## config.mk

```make
export PLATFORM = sky130hd
export DESIGN_NAME = dual_timer_capture_reload
export DESIGN_NICKNAME = d
export VERILOG_FILES = /design/src/dtcr_pkg.sv /design/src/dual_timer_capture_reload.sv /design/src/updown_timer.sv
export SDC_FILE = /design/constraint.sdc
export NUM_CORES = 1
export LEC_CHECK = 0
export ABC_AREA = 1
export BUFFER_PORTS_ARGS = -buffer_cell sky130_fd_sc_hd__buf_2
export CAP_MARGIN = 30
export CELL_PAD_IN_SITES_DETAIL_PLACEMENT = 1
export CELL_PAD_IN_SITES_GLOBAL_PLACEMENT = 1
export CORE_AREA = 2 2 150 152
export CTS_BUF_LIST = sky130_fd_sc_hd__clkbuf_16
export DETAILED_ROUTE_END_ITERATION = 8
export DIE_AREA = 0 0 152 154
export PLACE_DENSITY_LB_ADDON = 0.3
export SLEW_MARGIN = 30
export SYNTH_ARGS = -nofsm -noshare
export SYNTH_HDL_FRONTEND = slang
export SYNTH_HIERARCHICAL = 1
export SYNTH_SLANG_ARGS = --single-unit
```

## constraint.sdc

```tcl
create_clock -name MCLK -period 2.7 [get_ports MCLK]
set_input_delay 0.135 -clock MCLK [delete_from_list [all_inputs] [get_ports MCLK]]
set_output_delay 0.135 -clock MCLK [all_outputs]
set_load 0.03 [all_outputs]
```

## src/dtcr_pkg.sv

```systemverilog
/*
 * Constants, register map, field layout and shared helpers of the dual
 * timer with capture/reload. Assumes a single clock and a plain register
 * port driven by a master that never waits.
 */
// Function
// - prescaled count clock ticks at most once every two system clocks
// - two independent timers, core and auxiliary, plus one capture/reload
// - each timer counts prescaled system clock or an external pin edge
// - direction set by software, inverted at run time by a pin level
// - toggle latch flips on every core overflow or underflow
// - toggle latch clocks the auxiliary timer and drives an output pin
// - core overflow/underflow offered as count clock to the compare unit
// - core overflow/underflow may reload core timer from capture/reload
// - selected capture pin edge copies auxiliary count to capture/reload
// - auxiliary timer optionally cleared right after a capture
// - capture also triggered by neighbour count or direction transitions
package dtcr_pkg;

   //==========================================================
   // widths
   localparam int DW   = 16;
   localparam int AW   = 3;
   localparam int PS_W = 8;
   localparam int ST_W = 4;

   //==========================================================
   // register indices
   localparam logic [AW-1:0] REG_CORE_CTL = 3'h0;
   localparam logic [AW-1:0] REG_AUX_CTL  = 3'h1;
   localparam logic [AW-1:0] REG_CORE_CNT = 3'h2;
   localparam logic [AW-1:0] REG_AUX_CNT  = 3'h3;
   localparam logic [AW-1:0] REG_CAP_RLD  = 3'h4;
   localparam logic [AW-1:0] REG_STATUS   = 3'h5;
   localparam logic [AW-1:0] REG_MASK     = 3'h6;

   //==========================================================
   // control fields, both timers
   localparam int F_RUN    = 0;
   localparam int F_SRC    = 1;
   localparam int F_DIR    = 3;
   localparam int F_DIRPIN = 4;
   localparam int F_PS     = 5;
   // core timer only
   localparam int F_RELOAD = 8;
   localparam int F_TOUT   = 9;
   // auxiliary timer only
   localparam int F_CAPPIN = 8;
   localparam int F_CAPRISE = 9;
   localparam int F_CAPFALL = 10;
   localparam int F_CAPCLR = 11;
   localparam int F_CAPNBC = 12;
   localparam int F_CAPNBD = 13;

   //==========================================================
   // status bits
   localparam int ST_CORE_OVF = 0;
   localparam int ST_CORE_UNF = 1;
   localparam int ST_AUX_WRAP = 2;
   localparam int ST_CAPTURE  = 3;

   localparam logic [DW-1:0]   CNT_MAX  = 16'hFFFF;
   localparam logic [DW-1:0]   CNT_ZERO = 16'h0000;
   localparam logic [DW-1:0]   REG_RST  = 16'h0000;
   localparam logic [PS_W-1:0] PS_RST   = 8'h00;

   typedef enum logic [1:0] {
      SRC_PRESC = 2'b00,
      SRC_PIN   = 2'b01,
      SRC_LATCH = 2'b10,
      SRC_OFF   = 2'b11
   } src_t;

   // tick when the low sel+1 bits of the free prescaler are all ones;
   // sel 0 gives one tick every two clocks, the finest step
   function automatic logic presc_tick(input logic [PS_W-1:0] cnt,
                                       input logic [2:0]      sel);
      logic [PS_W:0] m;
      m = (9'h002 << sel) - 9'h001;
      return &(cnt | ~m[PS_W-1:0]);
   endfunction : presc_tick

endpackage : dtcr_pkg

```

## src/dual_timer_capture_reload.sv

```systemverilog
/*
 * Dual timer unit: core timer with toggle latch and reload, auxiliary
 * timer with capture into the capture/reload register, plus register
 * port, sticky status and interrupt. Assumes all pins are synchronous to
 * MCLK and that the register master never asserts both strobes together.
 */
// The register offsets and the strobed register port were chosen for this implementation.
`timescale 1ns/1ps
module dual_timer_capture_reload
   import dtcr_pkg::*;
(
   input  wire logic          MCLK,
   input  wire logic          RST,
   input  wire logic          CE,
   input  wire logic [AW-1:0] ADDR,
   input  wire logic [DW-1:0] WDATA,
   input  wire logic          WR,
   input  wire logic          RD,
   output logic      [DW-1:0] RDATA,
   input  wire logic          CORE_COUNT_PIN,
   input  wire logic          AUX_COUNT_PIN,
   input  wire logic          CORE_DIRECTION_PIN,
   input  wire logic          AUX_DIRECTION_PIN,
   input  wire logic          CAPTURE_INPUT_PIN,
   input  wire logic          NEIGHBOR_COUNT_INPUT,
   input  wire logic          NEIGHBOR_DIRECTION_INPUT,
   output logic               TOGGLE_LATCH_PIN,
   output logic               COMPARE_CLK_OUT,
   output logic               IRQ
);

   typedef struct packed {
      logic [DW-1:0]   core_ctl;
      logic [DW-1:0]   aux_ctl;
      logic [DW-1:0]   cap_rld;
      logic [ST_W-1:0] status;
      logic [ST_W-1:0] mask;
      logic [DW-1:0]   rdata;
      logic [PS_W-1:0] ps;
      logic            latch;
      logic            tpin;
      logic            cmp_clk;
      logic            irq;
      logic            core_pin_q;
      logic            aux_pin_q;
      logic            cap_q;
      logic            nbc_q;
      logic            nbd_q;
   } top_state_t;

   top_state_t r;
   top_state_t n;

   logic          core_tick;
   logic          aux_tick;
   logic          core_up;
   logic          aux_up;
   logic          core_load;
   logic [DW-1:0] core_load_val;
   logic          aux_load;
   logic          aux_clr;
   logic [DW-1:0] core_cnt;
   logic [DW-1:0] aux_cnt;
   logic          core_ovf;
   logic          core_unf;
   logic          core_wrap;
   logic          aux_ovf;
   logic          aux_unf;
   logic          cap_trig;
   logic          cap_edge;
   src_t          core_src;
   src_t          aux_src;
   logic [ST_W-1:0] st_evt;
   logic [ST_W-1:0] st_clr;

   assign RDATA            = r.rdata;
   assign TOGGLE_LATCH_PIN = r.tpin;
   assign COMPARE_CLK_OUT  = r.cmp_clk;
   assign IRQ              = r.irq;

   //==========================================================
   // count clock selection
   assign core_src  = src_t'(r.core_ctl[F_SRC +: 2]);
   assign aux_src   = src_t'(r.aux_ctl[F_SRC +: 2]);
   assign core_wrap = core_ovf | core_unf;

   always_comb
   begin
      core_tick = 1'b0;
      case (core_src)
         SRC_PRESC: core_tick = presc_tick(r.ps,
                                   r.core_ctl[F_PS +: 3]);
         SRC_PIN:   core_tick = CORE_COUNT_PIN & ~r.core_pin_q;
         default:   core_tick = 1'b0;
      endcase
      core_tick = core_tick & r.core_ctl[F_RUN];
   end

   always_comb
   begin
      aux_tick = 1'b0;
      case (aux_src)
         SRC_PRESC: aux_tick = presc_tick(r.ps,
                                  r.aux_ctl[F_PS +: 3]);
         SRC_PIN:   aux_tick = AUX_COUNT_PIN & ~r.aux_pin_q;
         // every latch change is one count: concatenated 32-bit chain
         SRC_LATCH: aux_tick = core_wrap;
         default:   aux_tick = 1'b0;
      endcase
      aux_tick = aux_tick & r.aux_ctl[F_RUN];
   end

   // pin level inverts the software direction while enabled
   assign core_up = r.core_ctl[F_DIR]
                    ^ (r.core_ctl[F_DIRPIN] & CORE_DIRECTION_PIN);
   assign aux_up  = r.aux_ctl[F_DIR]
                    ^ (r.aux_ctl[F_DIRPIN] & AUX_DIRECTION_PIN);

   //==========================================================
   // capture trigger
   assign cap_edge = (r.aux_ctl[F_CAPRISE] & CAPTURE_INPUT_PIN & ~r.cap_q)
                   | (r.aux_ctl[F_CAPFALL] & ~CAPTURE_INPUT_PIN & r.cap_q);
   assign cap_trig = (r.aux_ctl[F_CAPPIN] & cap_edge)
                   | (r.aux_ctl[F_CAPNBC]
                      & (NEIGHBOR_COUNT_INPUT ^ r.nbc_q))
                   | (r.aux_ctl[F_CAPNBD]
                      & (NEIGHBOR_DIRECTION_INPUT ^ r.nbd_q));

   //==========================================================
   // timer loads
   // software write wins over a reload in the same cycle
   assign core_load     = (WR && ADDR == REG_CORE_CNT)
                        | (r.core_ctl[F_RELOAD] & core_wrap);
   assign core_load_val = (WR && ADDR == REG_CORE_CNT) ? WDATA
                                                       : r.cap_rld;
   assign aux_load      = WR && ADDR == REG_AUX_CNT;
   // clear beats a same-cycle tick: that count is traded for exact intervals
   assign aux_clr       = cap_trig & r.aux_ctl[F_CAPCLR];

   updown_timer u_core_timer (
      .clk      (MCLK),
      .rst      (RST),
      .ce       (CE),
      .tick     (core_tick),
      .up       (core_up),
      .load     (core_load),
      .load_val (core_load_val),
      .clr      (1'b0),
      .cnt      (core_cnt),
      .wrap_up  (core_ovf),
      .wrap_dn  (core_unf)
   );

   updown_timer u_aux_timer (
      .clk      (MCLK),
      .rst      (RST),
      .ce       (CE),
      .tick     (aux_tick),
      .up       (aux_up),
      .load     (aux_load),
      .load_val (WDATA),
      .clr      (aux_clr),
      .cnt      (aux_cnt),
      .wrap_up  (aux_ovf),
      .wrap_dn  (aux_unf)
   );

   //==========================================================
   // status events
   always_comb
   begin
      st_evt              = '0;
      st_evt[ST_CORE_OVF] = core_ovf;
      st_evt[ST_CORE_UNF] = core_unf;
      st_evt[ST_AUX_WRAP] = aux_ovf | aux_unf;
      st_evt[ST_CAPTURE]  = cap_trig;
      st_clr              = '0;
      if (WR && ADDR == REG_STATUS)
      begin
         st_clr = WDATA[ST_W-1:0];
      end
   end

   //==========================================================
   // next state
   always_comb
   begin
      n            = r;
      n.ps         = r.ps + 8'h01;
      n.core_pin_q = CORE_COUNT_PIN;
      n.aux_pin_q  = AUX_COUNT_PIN;
      n.cap_q      = CAPTURE_INPUT_PIN;
      n.nbc_q      = NEIGHBOR_COUNT_INPUT;
      n.nbd_q      = NEIGHBOR_DIRECTION_INPUT;
      if (core_wrap)
      begin
         n.latch = ~r.latch;
      end
      n.cmp_clk = core_wrap;
      if (WR)
      begin
         if (ADDR == REG_CORE_CTL)
         begin
            n.core_ctl = WDATA;
         end
         else if (ADDR == REG_AUX_CTL)
         begin
            n.aux_ctl = WDATA;
         end
         else if (ADDR == REG_CAP_RLD)
         begin
            n.cap_rld = WDATA;
         end
         else if (ADDR == REG_MASK)
         begin
            n.mask = WDATA[ST_W-1:0];
         end
      end
      // a capture wins over a software write of the same cycle
      if (cap_trig)
      begin
         n.cap_rld = aux_cnt;
      end
      // set wins over the write-one clear
      n.status = (r.status & ~st_clr) | st_evt;
      n.irq    = |(n.status & n.mask);
      n.tpin   = n.latch & n.core_ctl[F_TOUT];
      if (RD)
      begin
         if (ADDR == REG_CORE_CTL)
         begin
            n.rdata = r.core_ctl;
         end
         else if (ADDR == REG_AUX_CTL)
         begin
            n.rdata = r.aux_ctl;
         end
         else if (ADDR == REG_CORE_CNT)
         begin
            n.rdata = core_cnt;
         end
         else if (ADDR == REG_AUX_CNT)
         begin
            n.rdata = aux_cnt;
         end
         else if (ADDR == REG_CAP_RLD)
         begin
            n.rdata = r.cap_rld;
         end
         else if (ADDR == REG_STATUS)
         begin
            n.rdata = {{(DW-ST_W){1'b0}}, r.status};
         end
         else if (ADDR == REG_MASK)
         begin
            n.rdata = {{(DW-ST_W){1'b0}}, r.mask};
         end
         else
         begin
            n.rdata = REG_RST;
         end
      end
      else
      begin
         n.rdata = REG_RST;
      end
   end

   always_ff @(posedge MCLK)
   begin
      if (RST)
      begin
         r.core_ctl   <= REG_RST;
         r.aux_ctl    <= REG_RST;
         r.cap_rld    <= REG_RST;
         r.status     <= '0;
         r.mask       <= '0;
         r.rdata      <= REG_RST;
         r.ps         <= PS_RST;
         r.latch      <= 1'b0;
         r.tpin       <= 1'b0;
         r.cmp_clk    <= 1'b0;
         r.irq        <= 1'b0;
         r.core_pin_q <= 1'b0;
         r.aux_pin_q  <= 1'b0;
         r.cap_q      <= 1'b0;
         r.nbc_q      <= 1'b0;
         r.nbd_q      <= 1'b0;
      end
      else if (CE)
      begin
         r <= n;
      end
   end
endmodule : dual_timer_capture_reload

```

## src/updown_timer.sv

```systemverilog
/*
 * One 16-bit up/down counter with load and clear. Assumes tick, load and
 * clr are single-cycle qualifiers sampled on MCLK while ce is high.
 */
`timescale 1ns/1ps
module updown_timer
   import dtcr_pkg::*;
(
   input  wire logic          clk,
   input  wire logic          rst,
   input  wire logic          ce,
   input  wire logic          tick,
   input  wire logic          up,
   input  wire logic          load,
   input  wire logic [DW-1:0] load_val,
   input  wire logic          clr,
   output logic      [DW-1:0] cnt,
   output logic               wrap_up,
   output logic               wrap_dn
);

   typedef struct packed {
      logic [DW-1:0] cnt;
   } tmr_state_t;

   tmr_state_t r;
   tmr_state_t n;

   assign cnt     = r.cnt;
   // not gated by load so a reload may be started by the wrap itself
   assign wrap_up = ce & tick & up & (r.cnt == CNT_MAX);
   assign wrap_dn = ce & tick & ~up & (r.cnt == CNT_ZERO);

   always_comb
   begin
      n = r;
      if (load)
      begin
         n.cnt = load_val;
      end
      else if (clr)
      begin
         n.cnt = CNT_ZERO;
      end
      else if (tick)
      begin
         // natural 16-bit wrap in both directions
         n.cnt = up ? r.cnt + 16'h0001 : r.cnt - 16'h0001;
      end
   end

   always_ff @(posedge clk)
   begin
      if (rst)
      begin
         r.cnt <= CNT_ZERO;
      end
      else if (ce)
      begin
         r <= n;
      end
   end
endmodule : updown_timer
```

# [Yosys cells after proc, flatten, opt, wreduce, memory -nomap -nowiden]
# Index checks and enable logic that the tools add are counted.
[classes] reduce_logical=20 eq_ne=13 mux=32 bitwise_logic=52 shifts=2 addsub=7
[op_table] operator="$mux 16" n=18
[op_table] operator="$mux 42" n=1
[op_table] operator="$add 16x1->16 const B" n=2
[op_table] operator="$eq 16x16->1 const B" n=2
[op_table] operator="$logic_not 16->1" n=2
[op_table] operator="$mux 32" n=1
[op_table] operator="$mux 4" n=8
[op_table] operator="$sub 16x1->16 const B" n=2
[op_table] operator="$and 1x1->1" n=26
[op_table] operator="$not 8->8" n=2
[op_table] operator="$or 8x8->8" n=2
[op_table] operator="$reduce_and 8->1" n=2
[op_table] operator="$shl 2x3->8 const A" n=2
[op_table] operator="$sub 8x1->8 const B" n=2
[op_table] operator="$mux 10" n=1
[op_table] operator="$eq 3x3->1 const B" n=3
[op_table] operator="$add 8x1->8 const B" n=1
[op_table] operator="$and 4x4->4" n=2
[op_table] operator="$not 1->1" n=8
[op_table] operator="$eq 3x2->1 const B" n=2
[op_table] operator="$or 1x1->1" n=6
[op_table] operator="$reduce_bool 2->1" n=3
[op_table] operator="$reduce_and 5->1" n=1
[op_table] operator="$eq 2x1->1 const B" n=2
[op_table] operator="other kinds (17)" n=25
[totals] out_inout_bits=19 inputBits=31 ff_bits=121 elab_cells=145

# [Logic depth before layout (Yosys ltp)]
[depth] depth_word=20 depth_mapped=24 ltp_nobuf=24

# [By module]
# The synthesis kept the hierarchy.
[by_module_without_submodules] mod="dual_timer_capture_reload" n_inst=1 cells_each=786 seq_area_each_um2=1781.7 area_per_inst_um2=5001.0
[by_module_without_submodules] mod="updown_timer" n_inst=2 cells_each=286 seq_area_each_um2=320.3 area_per_inst_um2=1707.9

# [Least setup slack after synthesis]
# Ideal clock, no wire load.
[synth_timing] path_kind="register -> register" from="reg r[12] (netlist name)" to="reg r, in the netlist IRQ" required_time_ns=2.636 slack_ns=-0.220 period_less_slack_ns=2.920 arrival_time_ns=2.855 n_path_buf=0 setup_ns=0.064 stages_incl_launch_ff=25 path_cell_list="dfxtp_1 -> nand2_1 -> inv_1 -> nand3_1 -> a21oi_1 -> o21ai_0 -> a21oi_1 -> nand2_1 -> nor3_1 -> nand2_1 -> nor4_1 -> nor2_1 -> inv_1 -> a32oi_1 -> a21oi_1 -> nand2_1 -> nor3_1 -> nand2_1 -> nor4_1 -> nor3_1 -> nand2_1 -> nand2_1 -> nand2_1 -> nor2_1 -> nor2_1"
[synth_via] elab_chain_len=17 elab_cells_between_ends=23 cone_classes="2 x mux; 18 x bitwise; 3 x reduce/logical"
[synth_rtl] item="start: declaration" line_no="dual_timer_capture_reload.sv:51" source="top_state_t r;"
[synth_rtl] item="start signal: assignment" line_no="dual_timer_capture_reload.sv:292" source="r <= n;"
[synth_rtl] item="$or 8x8->8" line_no="dtcr_pkg.sv:80" source="return &(cnt | ~m[PS_W-1:0]);"
[synth_rtl] item="$reduce_and 8->1" line_no="dtcr_pkg.sv:80"
[synth_rtl] item="$pmux 1 s2" line_no="dual_timer_capture_reload.sv:90" source="case (core_src)"
[synth_rtl] item="$and 1x1->1" line_no="dual_timer_capture_reload.sv:96" source="core_tick = core_tick & r.core_ctl[F_RUN];"
[synth_rtl] item="net core_tick" line_no="dual_timer_capture_reload.sv:54" source="logic core_tick;"
[synth_rtl] item="$and 1x1->1 (3 in a row)" line_no="updown_timer.sv:32" source="assign wrap_dn = ce & tick & ~up & (r.cnt == CNT_ZERO);"
[synth_rtl] item="net core_unf" line_no="dual_timer_capture_reload.sv:65" source="logic core_unf;"
[synth_rtl] item="$or 1x1->1" line_no="dual_timer_capture_reload.sv:85" source="assign core_wrap = core_ovf | core_unf;"
[synth_rtl] item="$pmux 1 s3" line_no="dual_timer_capture_reload.sv:102" source="case (aux_src)"
[synth_rtl] item="$and 1x1->1" line_no="dual_timer_capture_reload.sv:110" source="aux_tick = aux_tick & r.aux_ctl[F_RUN];"
[synth_rtl] item="net aux_tick" line_no="dual_timer_capture_reload.sv:55" source="logic aux_tick;"
[synth_rtl] item="$and 1x1->1 (3 in a row)" line_no="updown_timer.sv:32"
[synth_rtl] item="net aux_unf" line_no="dual_timer_capture_reload.sv:68" source="logic aux_unf;"
[synth_rtl] item="$or 1x1->1" line_no="dual_timer_capture_reload.sv:175" source="st_evt[ST_AUX_WRAP] = aux_ovf | aux_unf;"
[synth_rtl] item="$or 4x4->4" line_no="dual_timer_capture_reload.sv:225" source="n.status = (r.status & ~st_clr) | st_evt;"
[synth_rtl] item="$and 4x4->4" line_no="dual_timer_capture_reload.sv:226" source="n.irq = |(n.status & n.mask);"
[synth_rtl] item="$reduce_or 4->1" line_no="dual_timer_capture_reload.sv:226"
# The timed path passes the listed nets, and every way through them passes these cells.
# A chain may end at the register's enable or synchronous reset.

# [Worst setup path in the final report]
[layout_timing] from="reg r[14] (netlist name)" to="reg r, in the netlist IRQ"
[layout_via] elab_chain_len=17 elab_cells_between_ends=23 cone_classes="2 x mux; 18 x bitwise; 3 x reduce/logical"
[layout_rtl] item="$or 8x8->8" line_no="dtcr_pkg.sv:80"
[layout_rtl] item="$reduce_and 8->1" line_no="dtcr_pkg.sv:80"
[layout_rtl] item="$pmux 1 s2" line_no="dual_timer_capture_reload.sv:90"
[layout_rtl] item="$and 1x1->1" line_no="dual_timer_capture_reload.sv:96"
[layout_rtl] item="net core_tick" line_no="dual_timer_capture_reload.sv:54"
[layout_rtl] item="$and 1x1->1 (3 in a row)" line_no="updown_timer.sv:31" source="assign wrap_up = ce & tick & up & (r.cnt == CNT_MAX);"
[layout_rtl] item="net core_ovf" line_no="dual_timer_capture_reload.sv:64" source="logic core_ovf;"
[layout_rtl] item="$or 1x1->1" line_no="dual_timer_capture_reload.sv:85"
[layout_rtl] item="$pmux 1 s3" line_no="dual_timer_capture_reload.sv:102"
[layout_rtl] item="$and 1x1->1" line_no="dual_timer_capture_reload.sv:110"
[layout_rtl] item="net aux_tick" line_no="dual_timer_capture_reload.sv:55"
[layout_rtl] item="$and 1x1->1 (3 in a row)" line_no="updown_timer.sv:32"
[layout_rtl] item="net aux_unf" line_no="dual_timer_capture_reload.sv:68"
[layout_rtl] item="$or 1x1->1" line_no="dual_timer_capture_reload.sv:175"
[layout_rtl] item="$or 4x4->4" line_no="dual_timer_capture_reload.sv:225"
[layout_rtl] item="$and 4x4->4" line_no="dual_timer_capture_reload.sv:226"
[layout_rtl] item="$reduce_or 4->1" line_no="dual_timer_capture_reload.sv:226"
# The timed path passes the listed nets, and every way through them passes these cells.

==> flow_summary.toml <==
[outcome]
outcome = "finished, violations left"
violations = "setup timing"

[logic_synthesis]
synth_top_cell_by_area = "dfxtp_1"
ys_types = 44
synth_flop_cell = "dfxtp_1"
synth_edf_count = 0
synthTopCellsByCount = "nand2_1 (350), inv_1 (183), a21oi_1 (168)"
synthTopCellsByArea = "dfxtp_1 (29%), nand2_1 (16%), a21oi_1 (10%)"
synth_area_per_cell_um2 = 6.20
syn_inst = 1358
synth.ff_latch_count = 121
synth_most_common_cell = "nand2_1"
netlist_area_um2 = 8420
synth.top_cell.area_share_pct = 28.8
yosys_warnings = 6
syn-num-nets = 1420
async_reset_ff_share_pct = 0
ys_seq_area_share_pct = 28.8

[layout]
antenna_cells = 0
fin_util_pct = 48.0
fillers = 2903
area_growth_pct = 23.8
nets = 1529
drive_above_1_share_pct = 20.8

[setup_path]
path_max_fanout = 4
crit_path_frequent_cell = "nand2_1"
critPathLaunchType = "flop"
endpoint_kind = "flop"
crit_start = "r[14]"
critPathMaxStageDelay_ps = 460
cp_cell_sequence = "nand2_4, nand2_4, nand3_2, a21oi_2, o21ai_2, a21oi_2, nand2_1, buf_4, nor4_1, nor2_2, inv_1, a32oi_2, a21oi_2, nand2_1, nor3_2, nand2_1, nor4_2, nor3_1, nand2_1, nand2_1, nand2_1, nor2_1, nor2_1"
crit_arrival_ps = 3440
worstSetupPathType = "reg -> reg"
crit_path_top_delay_cell = "nor4_1"
reg2reg_from = "r[14]"
timing.critical_path.required_ps = 3060

[cts]
clkLatencyLatePin_ps = 430
root_buffer = "clkbuf_16"
cts_sinks = 121
clockBufferDepth = 2
htreeDepth = 4
path_clk_slew_ps = 60
cts_tree = "done"
numCtsBuffers = 17

[pwr]
leakage_nw = 5.03
power-per-cell-area_nw_per_um2 = 532
ir_drop_v = 0.000374

[min_path]
hold_path_class = "in -> reg"
hold_start = "WDATA[6]"

[routing]
final_antenna_net_count = 0
post_drt_wl_per_cell_um = 19.2
drc = 0
drt-total-wl_um = 33800
viasPerCell = 5.52
vias = 9720
firstDrtPassIters = 5
drt_iter0_markers = 567

[timing]
fin_ws_ps = -376
fin_crit_ps = 3080
maxClockFrequency_mhz = 325
rsz0062_at_grt = "true"
final_max_slew_viol_count = 0
worst_pin_slew_ps = 561
relSlewSlack_pct = 62.2
clock_skew_ps = 9.54
period_share_pct = 114
setup_violations = 34
hold_viol = 0

[floorplanning]
num_rows = 54
core-area_um2 = 21700
die_h_um = 154
start_util_pct = 38.8
io_pins = 50
chipWidth_um = 152
dieArea_um2 = 23400

[global_routing]
grt_pass1_vias = 9895
antenna_found_initial = 0
grt_pass1_wl_um = 52700
overflow = 0
grt_max_degree = 45
gr-usage-all-layers_pct = 28.3

[placement]
io_buffers = 49
gp_congestion = 0.947
post-dp-hpwl_um = 23400
post-place-ws_ps = -318

[flow_run]
cap_violations = 0
## flip-flops by register name, summed over array words and instances (netlist names)
name / count
r: 66
RDATA: 16
u_aux_timer/cnt: 16
u_core_timer/cnt: 16
aux_src: 2
core_src: 2
COMPARE_CLK_OUT: 1
IRQ: 1
TOGGLE_LATCH_PIN: 1
## routing by layer
| metal | wire length, µm | global-route usage (%) | part of all wire [%] |
|---|---|---|---|
| met2 | 16500 | 49.8 | 49 |
| met4 | 1170 | 12.2 | 3.5 |
| met5 | 0 | 0 | 0 |
| met1 | 14000 | 34.3 | 41 |
| met3 | 2110 | 4.48 | 6.2 |
## cells in the final DEF, fill, tap and decap left out, types with 4 or more instances in the layout
master,instances
a21o_1,4
a21oi_1,131
a21oi_2,42
a21oi_4,5
a22oi_1,4
buf_2,49
buf_4,93
buf_6,9
clkbuf_16,17
clkinv_2,5
clkinv_4,6
dfxtp_1,114
dfxtp_2,5
dlygate4sd3_1,4
ha_1,29
inv_1,180
inv_2,6
inv_6,7
nand2_1,345
nand2_2,13
nand3_1,72
nand3b_1,4
nand4_1,20
nor2_1,95
nor3_1,17
nor4_1,8
o211ai_1,4
o21ai_0,96
o21ai_1,33
o21ai_2,7
or2_2,12
## stage by stage
stage	cells	total power [mW]	hold slack (ps)	cell area, µm²	TNS (ps)
2_1_floorplan	1358	2.69	214	8430	0
3_3_place_gp	1683	3.02	412	9120	-3210
3_5_place_dp	1683	3.06	421	9120	-5620
4_1_cts	1756	5.51	45.3	10200	-192
5_1_grt	1760	5.78	64.5	10400	-12050
6_report	1760	5.54	64.8	10400	-6400
## report_power, final
part           switching, mW  internal [mW]  total [mW]
clock network          0.946           1.47        2.42
logic                  0.815          0.401        1.22
registers             0.0585           1.85        1.91
## area by class of cell
| class | instances | area [µm²] | share of cell area [%] |
|---|---|---|---|
| Timing Repair Buffer | 156 | 1100 | 10.6 |
| Clock buffer | 17 | 425 | 4.08 |
| Sequential cell | 121 | 2440 | 23.4 |
| Inverter | 191 | 733 | 7.04 |
| Multi-Input combinational cell | 976 | 5160 | 49.5 |
| Clock inverter | 15 | 188 | 1.80 |
| Timing Repair inverter | 4 | 25.0 | 0.240 |
| Tap cell | 280 | 350 | 3.36 |
## path summary, 6_finish.rpt
path | endpoint | slack (ps) | depth (start not counted)
min reg2reg | r[86] | 450 | 2
min | r[63] | 60 | 3
max | IRQ | -380 | 23
max reg2reg | IRQ | -380 | 23
## kinds of logic (layout without fill, tap and decap cells)
| family | after synthesis | in the layout | share of synthesized area [%] |
|---|---|---|---|
| adders and majority gates | 31 | 31 | 4.79 |
| DFF | 121 | 121 | 28.8 |
| buffers and inverters | 261 | 383 | 13.4 |
| xor gates and xnor gates | 5 | 5 | 0.520 |
| other | 1 | 1 | 0.0446 |
| and+or+nand+nor | 606 | 606 | 31.3 |
| AOI/OAI and AO/OA | 333 | 333 | 21.1 |
## worst max-delay path: cells and delay by family, from the launching register on
kind	cells	cell delay, ps
AO/OA/AOI/OAI	5	670
flip-flops	1	380
AND/OR/NAND/NOR	16	1730
buffers and inverters	2	230
## repair_timing
action / in CTS / in global routing
pin swaps: 8 / 22
resized for setup: 57 / 46
setup buffers: 35 / 11
hold buffers: 4 / 0
hold endpoints to repair: 4 / 0
endpoints found under the setup margin: 34 / 38
cloned: 3 / 2
(Power assumes the default switching activity.)
